`config.mk`:
```
export PLATFORM = sky130hd
export DESIGN_NAME = processing_master_unit_flat
export DESIGN_NICKNAME = d
export VERILOG_FILES = /design/src/hw/cmd_link_pkg.sv /design/src/hw/cmd_link_if.sv /design/src/hw/word_serdes.sv /design/src/hw/processing_master_unit.sv /design/src/flat_wrapper.sv
export SDC_FILE = /design/constraint.sdc
export NUM_CORES = 1
export LEC_CHECK = 0
export ABC_CLOCK_PERIOD_IN_PS = 2200
export BUFFER_PORTS_ARGS = -buffer_cell sky130_fd_sc_hd__buf_2
export CAP_MARGIN = 10
export CORE_MARGIN = 10
export CORE_UTILIZATION = 45
export DETAILED_ROUTE_END_ITERATION = 7
export PLACE_DENSITY = 0.63
export SLEW_MARGIN = 20
export SYNTH_ARGS = -nofsm -noshare
export SYNTH_HDL_FRONTEND = slang
export SYNTH_HIERARCHICAL = 1
export SYNTH_SLANG_ARGS = --single-unit
```
`constraint.sdc`:
```
create_clock -name sys_clk_i -period 2.2 [get_ports sys_clk_i]
set_input_delay 0.22 -clock sys_clk_i [delete_from_list [all_inputs] [get_ports sys_clk_i]]
set_output_delay 0.22 -clock sys_clk_i [all_outputs]
set_load 0.01 [all_outputs]
```
`src/hw/cmd_link_pkg.sv`:
```
/*
 * Constants shared by both ends of the sub-unit command link: word layout,
 * sub-unit addresses, command codes, link timing and controller register map.
 * Assumes a single 100 MHz system clock at both ends.
 */
package cmd_link_pkg;
	localparam int CLK_HZ = 100000000;
	localparam int LINK_BIT_RATE_HZ = 312500;
	localparam int BIT_CYCLES = CLK_HZ / LINK_BIT_RATE_HZ;
	localparam int WORD_W = 32;
	localparam int SUBUNITS = 3;
	localparam int ADDR_LSB = 24;
	localparam int ID_LSB = 16;
	localparam int INDIV_BIT = 31;
	localparam logic [7:0] ADDR_BCAST = 8'hFF;
	localparam logic [7:0] ADDR_DETECTOR = 8'h01;
	localparam logic [7:0] ADDR_MECHANISM = 8'h02;
	localparam logic [7:0] ADDR_SUBSYSTEM = 8'h03;
	localparam logic [7:0] CMD_ACK_REQ = 8'h01;
	localparam logic [7:0] CMD_HK_READ = 8'h02;
	localparam int ERR_FRAME = 0;
	localparam int ERR_OVERRUN = 1;
	localparam int RSP_TIMEOUT_BITS = 100;
	localparam logic [11:0] REG_CMD = 12'h000;
	localparam logic [11:0] REG_CTRL = 12'h004;
	localparam logic [11:0] REG_STATUS = 12'h008;
	localparam logic [11:0] REG_RSP = 12'h00C;
	localparam logic [11:0] REG_RSP_SRC = 12'h010;
	localparam logic [11:0] REG_IRQ_STAT = 12'h014;
	localparam logic [11:0] REG_IRQ_MASK = 12'h018;
	localparam int IRQ_W = 3;
	localparam int IRQ_DONE = 0;
	localparam int IRQ_TIMEOUT = 1;
	localparam int IRQ_RSP_ERR = 2;

	function automatic logic [7:0] addr_of(input logic [WORD_W-1:0] w);
		return w[ADDR_LSB+:8];
	endfunction : addr_of

	function automatic logic [7:0] id_of(input logic [WORD_W-1:0] w);
		return w[ID_LSB+:8];
	endfunction : id_of

	function automatic logic [7:0] subunit_addr(input int idx);
		case (idx)
			0: return ADDR_DETECTOR;
			1: return ADDR_MECHANISM;
			default: return ADDR_SUBSYSTEM;
		endcase
	endfunction : subunit_addr
endpackage : cmd_link_pkg

```
`src/hw/cmd_link_if.sv`:
```
/*
 * Three point-to-point command links, one per sub-unit, each made of a
 * command line towards the sub-unit and a response line back.
 * Both lines idle high; the bench joins the two ends through this interface.
 */
interface cmd_link_if;
	import cmd_link_pkg::*;
	logic [SUBUNITS-1:0] cmd_line;
	logic [SUBUNITS-1:0] rsp_line;
	modport master (output cmd_line, input rsp_line);
	modport subunit (input cmd_line, output rsp_line);
endinterface : cmd_link_if

```
`src/hw/word_serdes.sv`:
```
/*
 * Serial word transmitter and receiver for one link end.
 * Frame: start bit low, data MSB first, stop bit high; line idles high.
 * Assumes rx_line_i is asynchronous and synchronises it here.
 */
module word_serdes #(
	parameter int BIT_CYCLES = cmd_link_pkg::BIT_CYCLES,
	parameter int WORD_W = cmd_link_pkg::WORD_W
) (
	input wire logic sys_clk_i,
	input wire logic rst_i,
	input wire logic tx_valid_i,
	input wire logic [WORD_W-1:0] tx_word_i,
	output logic tx_busy_o,
	output logic tx_line_o,
	input wire logic rx_line_i,
	output logic rx_valid_o,
	output logic [WORD_W-1:0] rx_word_o,
	output logic rx_err_o
);
	localparam int CW = $clog2(2 * BIT_CYCLES);
	localparam int NW = $clog2(WORD_W + 2);
	logic [WORD_W:0] tx_sh_q;
	logic [CW-1:0] tx_cnt_q;
	logic [NW-1:0] tx_bits_q;
	logic rx_s1_q;
	logic rx_s2_q;
	logic rx_act_q;
	logic [WORD_W-1:0] rx_sh_q;
	logic [CW-1:0] rx_cnt_q;
	logic [NW-1:0] rx_bits_q;
	wire tx_load = tx_valid_i && !tx_busy_o;
	wire tx_tick = tx_cnt_q == '0;
	wire rx_tick = rx_cnt_q == '0;

	////////////////////////////////////////////////////////////////////////
	always_ff @(posedge sys_clk_i)
	begin
		if (rst_i)
		begin
			tx_busy_o <= 1'b0;
			tx_line_o <= 1'b1;
			tx_sh_q <= '0;
			tx_cnt_q <= '0;
			tx_bits_q <= '0;
		end
		else if (tx_load)
		begin
			tx_busy_o <= 1'b1;
			tx_line_o <= 1'b0;
			tx_sh_q <= {tx_word_i, 1'b1};
			tx_cnt_q <= CW'(BIT_CYCLES - 1);
			tx_bits_q <= NW'(WORD_W + 1);
		end
		else if (tx_busy_o)
		begin
			tx_cnt_q <= tx_tick ? CW'(BIT_CYCLES - 1) : tx_cnt_q - 1'b1;
			if (tx_tick && tx_bits_q != '0)
			begin
				tx_line_o <= tx_sh_q[WORD_W];
				tx_sh_q <= {tx_sh_q[WORD_W-1:0], 1'b1};
				tx_bits_q <= tx_bits_q - 1'b1;
			end
			else if (tx_tick)
			begin
				tx_busy_o <= 1'b0;
			end
		end
	end

	////////////////////////////////////////////////////////////////////////
	// The first sample point sits one and a half bits after the start edge.
	always_ff @(posedge sys_clk_i)
	begin
		if (rst_i)
		begin
			rx_s1_q <= 1'b1;
			rx_s2_q <= 1'b1;
			rx_act_q <= 1'b0;
			rx_sh_q <= '0;
			rx_cnt_q <= '0;
			rx_bits_q <= '0;
			rx_valid_o <= 1'b0;
			rx_word_o <= '0;
			rx_err_o <= 1'b0;
		end
		else
		begin
			rx_s1_q <= rx_line_i;
			rx_s2_q <= rx_s1_q;
			rx_valid_o <= 1'b0;
			if (!rx_act_q && !rx_s2_q)
			begin
				rx_act_q <= 1'b1;
				rx_cnt_q <= CW'(BIT_CYCLES + BIT_CYCLES / 2 - 1);
				rx_bits_q <= NW'(WORD_W + 1);
			end
			else if (rx_act_q)
			begin
				rx_cnt_q <= rx_tick ? CW'(BIT_CYCLES - 1) : rx_cnt_q - 1'b1;
				if (rx_tick && rx_bits_q != NW'(1))
				begin
					rx_sh_q <= {rx_sh_q[WORD_W-2:0], rx_s2_q};
					rx_bits_q <= rx_bits_q - 1'b1;
				end
				else if (rx_tick)
				begin
					rx_act_q <= 1'b0;
					rx_valid_o <= 1'b1;
					rx_word_o <= rx_sh_q;
					rx_err_o <= !rx_s2_q;
				end
			end
		end
	end
endmodule : word_serdes

```
`src/hw/processing_master_unit.sv`:
```
/*
 * Processing master end of the command link, controlled over APB.
 * Software loads a command word and starts it; the word goes out on all
 * three links at once and the addressed sub-unit's reply is captured.
 * Assumes an APB master on sys_clk_i and the sub-units on cmd_link_if.
 */
module processing_master_unit #(
	parameter int BIT_CYCLES = cmd_link_pkg::BIT_CYCLES,
	parameter int RSP_TIMEOUT_CYCLES = cmd_link_pkg::RSP_TIMEOUT_BITS * cmd_link_pkg::BIT_CYCLES
) (
	input wire logic sys_clk_i,
	input wire logic rst_i,
	input wire logic [11:0] paddr_i,
	input wire logic psel_i,
	input wire logic penable_i,
	input wire logic pwrite_i,
	input wire logic [31:0] pwdata_i,
	output logic [31:0] prdata_o,
	output logic pready_o,
	output logic pslverr_o,
	output logic irq_o,
	cmd_link_if.master link
);
	import cmd_link_pkg::*;
	typedef enum logic [1:0] {ST_IDLE, ST_LOAD, ST_SEND, ST_WAIT} state_t;
	state_t state_q;
	logic [WORD_W-1:0] cmd_q;
	logic [WORD_W-1:0] send_q;
	logic [WORD_W-1:0] rsp_q;
	logic [1:0] src_q;
	logic [IRQ_W-1:0] irq_stat_q;
	logic [IRQ_W-1:0] irq_mask_q;
	logic [IRQ_W-1:0] irq_set;
	logic [IRQ_W-1:0] irq_stat_d;
	logic [31:0] timer_q;
	logic [31:0] rd_data;
	logic [SUBUNITS-1:0] tx_busy;
	logic [SUBUNITS-1:0] rx_valid;
	logic [SUBUNITS-1:0] rx_err;
	logic [SUBUNITS-1:0][WORD_W-1:0] rx_word;
	logic [SUBUNITS-1:0] tgt_hit;

	////////////////////////////////////////////////////////////////////////
	// The same word is loaded into all three transmitters in one cycle.
	genvar k;
	generate
		for (k = 0; k < SUBUNITS; k++)
		begin : g_link
			word_serdes #(
				.BIT_CYCLES(BIT_CYCLES),
				.WORD_W(WORD_W)
			) u_serdes (
				.sys_clk_i(sys_clk_i),
				.rst_i(rst_i),
				.tx_valid_i(state_q == ST_LOAD),
				.tx_word_i(send_q),
				.tx_busy_o(tx_busy[k]),
				.tx_line_o(link.cmd_line[k]),
				.rx_line_i(link.rsp_line[k]),
				.rx_valid_o(rx_valid[k]),
				.rx_word_o(rx_word[k]),
				.rx_err_o(rx_err[k])
			);
			assign tgt_hit[k] = addr_of(send_q) == subunit_addr(k);
		end
	endgenerate

	// Every individual command waits for its reply, so an address that no sub-unit owns
	// ends in a timeout.
	wire expect_rsp = !send_q[INDIV_BIT];
	wire [1:0] tgt = tgt_hit[2] ? 2'd2 : (tgt_hit[1] ? 2'd1 : 2'd0);
	wire rsp_in = rx_valid[tgt];
	wire timeout = timer_q == 32'(RSP_TIMEOUT_CYCLES - 1);
	wire access = psel_i && penable_i;
	wire done = access && pready_o;
	wire wr = done && pwrite_i;
	wire start = wr && paddr_i == REG_CTRL && pwdata_i[0] && state_q == ST_IDLE;
	wire rd_clr = done && !pwrite_i && paddr_i == REG_IRQ_STAT;
	wire mapped = paddr_i <= REG_IRQ_MASK && paddr_i[1:0] == 2'b00;

	////////////////////////////////////////////////////////////////////////
	// A new start is refused until ST_IDLE: after the reply or timeout, or after sending when no reply is expected.
	always_ff @(posedge sys_clk_i)
	begin
		if (rst_i)
		begin
			state_q <= ST_IDLE;
			send_q <= '0;
			rsp_q <= '0;
			src_q <= 2'd0;
			timer_q <= 32'h0000_0000;
		end
		else
		begin
			timer_q <= (state_q == ST_WAIT) ? timer_q + 32'h0000_0001 : 32'h0000_0000;
			case (state_q)
				ST_IDLE: if (start)
				begin
					send_q <= cmd_q;
					state_q <= ST_LOAD;
				end
				ST_LOAD: state_q <= ST_SEND;
				ST_SEND: if (tx_busy == '0)
				begin
					state_q <= expect_rsp ? ST_WAIT : ST_IDLE;
				end
				ST_WAIT: if (rsp_in || timeout)
				begin
					state_q <= ST_IDLE;
					if (rsp_in)
					begin
						rsp_q <= rx_word[tgt];
						src_q <= tgt;
					end
				end
				default: state_q <= ST_IDLE;
			endcase
		end
	end

	// Event flags: a read clears only the bits it returned, so an event that lands during
	// the read is kept, and a set in the clearing cycle wins.
	always_comb
	begin
		irq_set = '0;
		irq_set[IRQ_DONE] = (state_q == ST_SEND && tx_busy == '0 && !expect_rsp)
			|| (state_q == ST_WAIT && rsp_in);
		irq_set[IRQ_TIMEOUT] = state_q == ST_WAIT && !rsp_in && timeout;
		irq_set[IRQ_RSP_ERR] = state_q == ST_WAIT && rsp_in && rx_err[tgt];
		irq_stat_d = (irq_stat_q & ~(rd_clr ? prdata_o[IRQ_W-1:0] : IRQ_W'(0))) | irq_set;
	end

	always_comb
	begin
		rd_data = 32'h0000_0000;
		case (paddr_i)
			REG_CMD: rd_data = cmd_q;
			REG_STATUS: rd_data[0] = state_q != ST_IDLE;
			REG_RSP: rd_data = rsp_q;
			REG_RSP_SRC: rd_data[1:0] = src_q;
			REG_IRQ_STAT: rd_data[IRQ_W-1:0] = irq_stat_q;
			REG_IRQ_MASK: rd_data[IRQ_W-1:0] = irq_mask_q;
			default: rd_data = 32'h0000_0000;
		endcase
	end

	////////////////////////////////////////////////////////////////////////
	// APB slave with one wait state; writes land on the completing edge.
	always_ff @(posedge sys_clk_i)
	begin
		if (rst_i)
		begin
			pready_o <= 1'b0;
			pslverr_o <= 1'b0;
			prdata_o <= 32'h0000_0000;
			cmd_q <= '0;
			irq_mask_q <= '0;
			irq_stat_q <= '0;
			irq_o <= 1'b0;
		end
		else
		begin
			pready_o <= access && !pready_o;
			pslverr_o <= access && !pready_o && !mapped;
			if (access && !pready_o)
			begin
				prdata_o <= rd_data;
			end
			if (wr && paddr_i == REG_CMD)
			begin
				cmd_q <= pwdata_i;
			end
			if (wr && paddr_i == REG_IRQ_MASK)
			begin
				irq_mask_q <= pwdata_i[IRQ_W-1:0];
			end
			irq_stat_q <= irq_stat_d;
			irq_o <= |(irq_stat_d & irq_mask_q);
		end
	end
endmodule : processing_master_unit

```
`src/flat_wrapper.sv`:
```
// flat-port wrapper written by rule: the top's interface ports become plain ports
module processing_master_unit_flat import cmd_link_pkg::*;
#(
	parameter int BIT_CYCLES = cmd_link_pkg::BIT_CYCLES,
	parameter int RSP_TIMEOUT_CYCLES = cmd_link_pkg::RSP_TIMEOUT_BITS * cmd_link_pkg::BIT_CYCLES
)
  (sys_clk_i, rst_i, paddr_i, psel_i, penable_i, pwrite_i, pwdata_i, prdata_o, pready_o, pslverr_o, irq_o, link_cmd_line, link_rsp_line);
  cmd_link_if link_i ();
  input wire logic sys_clk_i;
  input wire logic rst_i;
  input wire logic [11:0] paddr_i;
  input wire logic psel_i;
  input wire logic penable_i;
  input wire logic pwrite_i;
  input wire logic [31:0] pwdata_i;
  output logic [31:0] prdata_o;
  output logic pready_o;
  output logic pslverr_o;
  output logic irq_o;
  output wire logic [$bits(link_i.cmd_line)-1:0] link_cmd_line;
  input wire logic [$bits(link_i.rsp_line)-1:0] link_rsp_line;
  assign link_cmd_line = link_i.cmd_line;
  assign link_i.rsp_line = link_rsp_line;
  processing_master_unit #(.BIT_CYCLES(BIT_CYCLES), .RSP_TIMEOUT_CYCLES(RSP_TIMEOUT_CYCLES)) u_core (.sys_clk_i(sys_clk_i), .rst_i(rst_i), .paddr_i(paddr_i), .psel_i(psel_i), .penable_i(penable_i), .pwrite_i(pwrite_i), .pwdata_i(pwdata_i), .prdata_o(prdata_o), .pready_o(pready_o), .pslverr_o(pslverr_o), .irq_o(irq_o), .link(link_i));
endmodule
```
# Word-level counts from Yosys, hierarchy flattened
# Cells that the tools add are included.
[word_totals]
output_inout_bits = 38
word_cells = 316
in_bits = 52
reg_bits = 581
[classes]
add_sub_neg = 13
reduce_logical = 104
n_mux = 99
bitwise = 14
eq_ne = 18
order_cmp = 2
[op_table]
columns = ["op", "count"]
rows = [
  ["2-to-1 mux 33 bit", 9],
  ["2-to-1 mux 6 bit", 18],
  ["2-to-1 mux 9 bit", 12],
  ["binary-select mux 32 bit (select 2 bit)", 1],
  ["logical NOT 10 bit", 6],
  ["2-to-1 mux 10 bit", 6],
  ["subtractor 10 x 1 -> 10 bit (second input constant)", 6],
  ["case mux 29 bit (2 select lines)", 1],
  ["2-to-1 mux 1 bit", 39],
  ["equality test 12 x 5 -> 1 bit (second input constant)", 3],
  ["subtractor 6 x 1 -> 6 bit (second input constant)", 6],
  ["adder 32 x 1 -> 32 bit (second input constant)", 1],
  ["equality test 32 x 15 -> 1 bit (second input constant)", 1],
  ["2-to-1 mux 32 bit", 1],
  ["logical AND 1 bit", 31],
  ["AND reduction 2 bit", 13],
  ["nonzero test 2 bit", 13],
  ["equality test 12 x 4 -> 1 bit (second input constant)", 2],
  ["!= test 6 x 1 -> 1 bit (second input constant)", 3],
  ["nonzero test 6 bit", 3],
  ["equality test 8 x 2 -> 1 bit (second input constant)", 2],
  ["AND reduction 3 bit", 5],
  ["OR reduction 2 bit", 7],
  ["logical NOT 1 bit", 13],
  ["25 further kinds", 48],
]

# Depth between registers and ports, before layout
# Gate-level depths: netlist (run 1).
[depth]
depth_word = 11
ltp_mapped = 9
ltp_nobuf = 6

# Hierarchy
# The synthesis (run 1) kept the hierarchy.
[by_module_without_submodules]
columns = ["mod", "cells_each", "area_per_inst_um2", "seq_area_each_um2", "n_inst"]
rows = [
  ["word_serdes at u_core.g_link[0].u_serdes ...", 616, 5469.0, 2722.6, 2],
  ["processing_master_unit", 920, 7778.7, 3463.3, 1],
  ["word_serdes at u_core.g_link[2].u_serdes", 617, 5492.8, 2722.6, 1],
]

# Worst setup path after synthesis (run 1)
# Ideal clock, no wire load.
[synth_timing]
kind = "input -> register"
start = "in paddr_i[8]"
end = "reg u_core.send_q[24]"
required_ps = 2057
setup_ps = 143
stages = 7
path_slack_ps = 15
arrival_time_ps = 2041
n_path_buf = 2
path_cell_list = "or4_4 -> or3_4 -> or4_4 -> buf_6 -> buf_8 -> nand2_2 -> a21oi_2"
[synth_via]
elab_chain_cells = 5
[synth_rtl]
columns = ["item", "line_no", "text"]
rows = [
  ["start, declared", "flat_wrapper.sv:11", "input wire logic [11:0] paddr_i;"],
  ["equality test 12 x 3 -> 1 bit", "processing_master_unit.sv:77", "wire start = wr && paddr_i == REG_CTRL && pwdata_i[0] && state_q == ST_IDLE;"],
  ["logical AND 1 bit (3 in series)", "processing_master_unit.sv:77", ""],
  ["AND reduction 2 bit (no line)", "-", ""],
  ["end signal, assigned", "processing_master_unit.sv:99", "send_q <= cmd_q;"],
  ["end, declared", "processing_master_unit.sv:28", "logic [WORD_W-1:0] send_q;"],
]
# Every way passes these cells.
# A chain may end at the register's enable or synchronous reset.

# Worst setup path in the final report (run 1)
[layout_timing]
start = "reg u_core.g_link[2].u_serdes.rx_cnt_q[5]"
end = "reg u_core.g_link[2].u_serdes.rx_sh_q[17]"
[layout_via]
elab_chain_cells = 3
[layout_rtl]
columns = ["item", "line_no", "text"]
rows = [
  ["start, declared", "word_serdes.sv:30", "logic [CW-1:0] rx_cnt_q;"],
  ["start signal, assigned", "word_serdes.sv:95", "rx_cnt_q <= CW'(BIT_CYCLES + BIT_CYCLES / 2 - 1);"],
  ["start signal, assigned", "word_serdes.sv:100", "rx_cnt_q <= rx_tick ? CW'(BIT_CYCLES - 1) : rx_cnt_q - 1'b1;"],
  ["logical NOT 10 bit", "word_serdes.sv:34", "wire rx_tick = rx_cnt_q == '0;"],
  ["logical AND 1 bit", "word_serdes.sv:101", "if (rx_tick && rx_bits_q != NW'(1))"],
  ["AND reduction 3 bit (no line)", "-", ""],
  ["end signal, assigned", "word_serdes.sv:103", "rx_sh_q <= {rx_sh_q[WORD_W-2:0], rx_s2_q};"],
  ["end, declared", "word_serdes.sv:29", "logic [WORD_W-1:0] rx_sh_q;"],
]
# Every way passes these cells.

==> flow_metrics.env, run 1 <==
export IMPL_numPlacedInstances=3441
export IMPL_n_fill_cell=4803
export IMPL_cts_sinks=581
export IMPL_die_height_um=251.9
export IMPL_syn2layout_area_growth_pct=18.23
export IMPL_place_hpwl_um=44160
export IMPL_io_buffers=89
export IMPL_drive_above_1_share_pct=15.33
export IMPL_synthCells=2769
export IMPL_grt_overflow=0
export IMPL_multiInputGateArea_sq_um=11580
export IMPL_slew_headroom_pct=51.16
export IMPL_crit_top_cell="buf_6"
export IMPL_stdcell_area_sq_um=28620
export IMPL_routed_wl_um=66460
export IMPL_synth_async_reset_ratio_pct=0
export IMPL_synth_edf_count=0
export IMPL_synth_seq_cells=581
export IMPL_grt_pass1_wl_um=104600
export IMPL_rows=84
export IMPL_cp_end_kind="register"
export IMPL_cp_slowest_cell="or4_4"
export IMPL_power_density_nw_per_um2=786.9
export IMPL_min_path_type="input pin to register"
export IMPL_synth_cell_types=66
export IMPL_antenna_found_initial=0
export IMPL_ant_nets=0
export IMPL_register_area_sq_um=11630
export IMPL_cp_arrival_ns=2.71
export IMPL_die_area_sq_um=63480
export IMPL_vias=21040
export IMPL_die_w_um=251.9
export IMPL_dr_pass1_iters=6
export IMPL_cts_tree="yes"
export IMPL_critPathMaxFanout=8
export IMPL_path_clk_slew_ns=0.06
export IMPL_peakVddDrop_v=0.0007722
export IMPL_grt_max_degree=78
export IMPL_crit_type="register to register"
export IMPL_status="finished clean"
export IMPL_finalCriticalPeriod_ns=2.144
export IMPL_fin_nets=2936
export IMPL_numCtsBuffers=60
export IMPL_finalCritPeriodShare_pct=97.47
export IMPL_clockRootBuffer="clkbuf_16"
export IMPL_fin_cells=3599
export IMPL_slew_violations=0
export IMPL_track_usage_pct=19.83
export IMPL_finalHoldViolCount=0
export IMPL_drt_iter0_markers=1795
export IMPL_gp_congestion=0.8420
export IMPL_worstPathRequired_ns=2.77
export IMPL_max_clock_freq_mhz=466.3
export IMPL_tightest_slew_ns=0.7259
export IMPL_clk_latency_ns=0.64
export IMPL_yosysWarnings=6
export IMPL_setup_viol_count_final=0
export IMPL_syn_area_sq_um=24210
export IMPL_clockBufferDepth=3
export IMPL_start_util_pct=45.79
export IMPL_cts_max_level=2
export IMPL_critical_path_max_stage_delay_ns=0.57
export IMPL_drc=0
export IMPL_fin_util_pct=54.14
export IMPL_routedWlPerCell_um=18.47
export IMPL_syn_avg_cell_area_sq_um=8.743
export IMPL_grt_pass1_vias=19650
export IMPL_leakage_nw=9.918
export IMPL_io_pins=90
export IMPL_max_cap_violations=0
export IMPL_coreArea_sq_um=52870
export IMPL_synth_nets=2843
export IMPL_yosysSeqAreaShare_pct=48.04
export IMPL_synth_main_ff_cell="dfxtp_1"
export IMPL_vias_per_cell=5.846
export IMPL_start_kind="register"
export IMPL_p_total_mw=22.52
export IMPL_clock_skew_ns=0.02490
export IMPL_path_cells="or4_4 -> buf_4 -> a2111oi_4 -> buf_6 -> buf_6 -> nand2_1 -> a21oi_1"
export IMPL_placed_area_sq_um=26000
## path summary, 6_finish.rpt
| kind | slack [ns] | from | depth (start not counted) | end |
|---|---|---|---|---|
| worst max register to register | 0.06 | u_core/g_link[2].u_serdes/rx_cnt_q[5] | 7 | u_core/g_link[2].u_serdes/rx_sh_q[17] |
| worst min register to register | 0.41 | u_core/g_link[2].u_serdes/rx_s1_q | 1 | u_core/g_link[2].u_serdes/rx_s2_q |
| worst min-delay path | 0.04 | paddr_i[3] | 3 | u_core/pslverr_o |
| worst max-delay path | 0.06 | u_core/g_link[2].u_serdes/rx_cnt_q[5] | 7 | u_core/g_link[2].u_serdes/rx_sh_q[17] |
## cells by family (layout without fill, tap and decap cells)
group	count (synthesis)	count (layout)	share of synthesized area (%)
AND/OR/NAND/NOR	1026	1026	20.38
adder cells (fa/ha/maj)	22	22	1.137
flip-flops	581	581	48.04
buffers and inverters	273	414	4.708
XOR/XNOR	66	66	2.388
multiplexers	45	45	1.876
other	0	1	0
AO/OA/AOI/OAI	756	756	21.47
## placed cells by master (no fill, tap or decap), types with 40 or more instances in the layout
master       n
a21oi_1    230
a22o_1      99
a311oi_1   114
buf_2       88
buf_4       97
clkbuf_16   63
dfxtp_1    578
inv_1       42
mux2i_1     41
nand2_1    354
nand3_1    165
nor2_1     232
o21ai_0    118
xor2_1      40
## cell type report
cell class / count / area share (%)
Timing Repair Buffer: 262 / 8.060
Clock buffer: 89 / 6.225
Antenna cell: 1 / 0.008742
Tap cell: 688 / 3.007
Multi-Input combinational cell: 1915 / 40.46
Sequential cell: 581 / 40.65
Clock inverter: 21 / 1.036
Inverter: 42 / 0.5508
## flip-flops by register name, summed over array words and instances, names as in the netlist, 30 cells and up
| signal | count |
|---|---|
| u_core/g_link.u_serdes/tx_cnt_q | 30 |
| u_core/g_link.u_serdes/rx_word_o | 96 |
| u_core/cmd_q | 32 |
| u_core/rsp_q | 32 |
| u_core/prdata_o | 32 |
| u_core/timer_q | 32 |
| u_core/g_link.u_serdes/rx_sh_q | 96 |
| u_core/send_q | 32 |
| u_core/g_link.u_serdes/rx_cnt_q | 30 |
| u_core/g_link.u_serdes/tx_sh_q | 99 |
## metal layers
metal	global-route usage [%]	part of all wire (%)	vias up
li1	-	-	10180
met1	26.68	45	10200
met2	31.82	46	564
met3	3.598	6.3	99
met4	6.059	2.4	0
met5	0	0	-
## where the power goes
part           internal, mW  total, mW  switching [mW]
logic                 0.480       1.17           0.690
clock network          6.29       10.6            4.30
registers              10.6       10.8           0.130
total                  17.4       22.5            5.12
## through the flow
stage          worst slack [ns]  setup TNS [ns]  hold slack (ns)
2_1_floorplan           0.01528               0           0.3238
3_3_place_gp           -0.01530        -0.03791           0.3935
3_5_place_dp           -0.06108         -0.8763           0.3952
4_1_cts                0.001012               0         0.007477
5_1_grt                -0.03072        -0.06955          0.03104
6_report                0.05561               0          0.03780
## critical path: cells and delay by family, from the launching register on
family                 cells  cell delay, ns
AND/OR/NAND/NOR            2            0.63
AO/OA/AOI/OAI              2            0.56
buffers and inverters      3            0.53
flip-flops                 1            0.34
## repair_timing
item | in CTS | in global routing
setup buffers | 0 | 5
setup endpoints to repair | 0 | 217
gates resized for setup | 0 | 14
hold endpoints to repair | 44 | 0
hold buffers | 39 | 0
## Yosys cell counts (36+ instances only)
library cell  count  share of area (%)
clkbuf_1        177                2.7
nor2_1          233                3.6
nor3_1           41               0.85
dfxtp_1         581                 48
a211oi_1         36                1.1
a311oi_1        114                4.1
nand3_1         165                3.4
xor2_1           40                1.4
a22o_1           99                3.6
a21oi_1         231                4.8
inv_1            42               0.65
nand2_1         354                5.5
mux2i_1          42                1.7
o21ai_0         118                2.4
(Power assumes the default switching activity.)
==> inputs of run 2 (changes only) <==
--- a/config.mk
+++ b/config.mk
@@ -12,6 +12,7 @@
 export CORE_UTILIZATION = 45
 export DETAILED_ROUTE_END_ITERATION = 7
 export PLACE_DENSITY = 0.63
+export SETUP_SLACK_MARGIN = 0.3
 export SLEW_MARGIN = 20
 export SYNTH_ARGS = -nofsm -noshare
 export SYNTH_HDL_FRONTEND = slang
==> run 2 against run 1 <==
  * Power grew 6.3%
  * Global-route usage increased by 0.41 points
  * Die area unchanged
  * Worst setup slack better by 0.066 ns
  * Final area increased by 13%
  * Core utilization is 6.8 points higher
==> flow_metrics.env, run 2 (synthesis results as in run 1) <==
export IMPL_cp_end_kind="register"
export IMPL_regMostFlops="u_core/g_link.u_serdes/tx_sh_q"
export IMPL_grt_pass1_vias=20770
export IMPL_grt_max_degree=68
export IMPL_p_total_mw=23.94
export IMPL_drc=0
export IMPL_cts_tree="yes"
export IMPL_peakVddDrop_v=0.0007323
export IMPL_io_buffers=89
export IMPL_power_density_nw_per_um2=742.5
export IMPL_coreArea_sq_um=52870
export IMPL_critPathMaxFanout=9
export IMPL_whs_ns=0.03378
export IMPL_drt_iter0_markers=1898
export IMPL_die_height_um=251.9
export IMPL_fin_nets=3046
export IMPL_path_clk_slew_ns=0.07
export IMPL_internal_power_mw=18.46
export IMPL_worstPathRequired_ns=2.77
export IMPL_drive_above_1_share_pct=28.16
export IMPL_dr_pass1_iters=7
export IMPL_finalCritPeriodShare_pct=94.49
export IMPL_grt_overflow=0
export IMPL_min_path_type="input pin to register"
export IMPL_grt_setup_unrepaired="true"
export IMPL_final_cell_mix="dfxtp_1 (552), nand2_1 (308), nor2_1 (228)"
export IMPL_syn2layout_area_growth_pct=33.19
export IMPL_die_area_sq_um=63480
export IMPL_fin_cells=3713
export IMPL_status="finished clean"
export IMPL_routed_wl_um=75540
export IMPL_combPwrFrac_pct=6.7
export IMPL_slew_violations=0
export IMPL_ant_nets=0
export IMPL_place_hpwl_um=41870
export IMPL_max_cap_violations=0
export IMPL_max_clock_freq_mhz=481.1
export IMPL_vias=22160
export IMPL_gp_congestion=0.8380
export IMPL_p_seq_share_pct=45.0
export IMPL_grt_pass1_wl_um=108000
export IMPL_numCtsBuffers=59
export IMPL_largest_reg_flops=99
export IMPL_clkPwrFrac_pct=48.3
export IMPL_setup_viol_count_final=0
export IMPL_track_usage_pct=20.23
export IMPL_top_regs="u_core/g_link.u_serdes/tx_sh_q: 99 flops, u_core/g_link.u_serdes/rx_sh_q: 96 flops, u_core/g_link.u_serdes/rx_word_o: 96 flops"
export IMPL_crit_type="register to register"
export IMPL_clockRootBuffer="clkbuf_16"
export IMPL_slew_headroom_pct=49.46
export IMPL_leakage_nw=11.59
export IMPL_clockBufferDepth=3
export IMPL_power_switching_mw=5.486
export IMPL_start_util_pct=45.79
export IMPL_numPlacedInstances=3420
export IMPL_clock_skew_ns=0.01891
export IMPL_die_w_um=251.9
export IMPL_final_common_cell="dfxtp_1"
export IMPL_vias_per_cell=5.967
export IMPL_start_kind="register"
export IMPL_rows=84
export IMPL_cp_arrival_ns=2.65
export IMPL_p_sw_share_pct=22.91
export IMPL_finalHoldViolCount=0
export IMPL_tightest_slew_ns=0.7511
export IMPL_cts_sinks=581
export IMPL_dp_slack_ns=-0.1570
export IMPL_routedWlPerCell_um=20.35
export IMPL_finalCriticalPeriod_ns=2.079
export IMPL_cts_max_level=2
export IMPL_clk_latency_ns=0.65
export IMPL_fin_ws_ns=0.1213
export IMPL_io_pins=90
export IMPL_antenna_found_initial=3
-- run 2: power groups by stage --
stage          Sequential [mW]  Clock, mW  Combinational [mW]
6_report                  10.8       11.6                1.60
5_1_grt                   10.8       12.2                1.70
4_1_cts                   10.8       11.7                1.34
3_5_place_dp              11.0          0                1.07
3_3_place_gp              11.0          0                1.05
2_1_floorplan             11.0          0               0.718
-- run 2: stage by stage --
| step | setup TNS (ns) | utilization [%] | instance area, sq um |
|---|---|---|---|
| floorplan | 0 | - | 24780 |
| global placement | -3.380 | 49.60 | 26220 |
| detailed placement | -6.872 | 49.60 | 26220 |
| CTS | 0 | 56.63 | 29940 |
| global route | 0 | 60.99 | 32240 |
| finish | 0 | 60.99 | 32240 |
-- run 2: worst max-delay path, cell delays in order, from the launching register on --
cell	delay [ns]
dfxtp_2	0.33
inv_2	0.08
ha_4	0.14
or3b_4	0.42
buf_12	0.15
a2111oi_4	0.23
buf_4	0.24
buf_6	0.19
nand2_1	0.09
a21oi_1	0.16
-- run 2: cell type report --
class | count | area (sq um)
diodes | 3 | 7.507
multi-input cells | 1917 | 13170
clock buffers | 73 | 1609
flip-flops and latches | 581 | 11680
inverters | 42 | 157.7
clock inverters | 38 | 634.4
repair buffers | 371 | 4121
well taps | 688 | 860.8
fillers | 4281 | 20620
-- run 2: what timing repair did --
item / CTS / global route
hold endpoints to repair: 53 / 0
hold buffers: 38 / 0
setup endpoints to repair: 356 / 372
setup buffers: 43 / 46
gates cloned: 11 / 41
gates resized for setup: 114 / 281
pin swaps: 43 / 148
-- run 2: final timing paths --
kind,startpoint,slack [ns],cells past startpoint,to
max,u_core/g_link[0].u_serdes/rx_cnt_q[0],0.12,9,u_core/g_link[0].u_serdes/rx_sh_q[24]
max reg2reg,u_core/g_link[0].u_serdes/rx_cnt_q[0],0.12,9,u_core/g_link[0].u_serdes/rx_sh_q[24]
min,psel_i,0.03,3,u_core/pready_o
min reg2reg,u_core/g_link[1].u_serdes/rx_s1_q,0.41,1,u_core/g_link[1].u_serdes/rx_s2_q
-- run 2: metal layers --
metal	up-vias	global-route usage (%)	part of all wire (%)
met5	-	0	0.017
met4	2	7.218	4.8
met3	208	3.403	5.3
met2	723	33.92	48
met1	10800	25.85	41
li1	10420	-	-
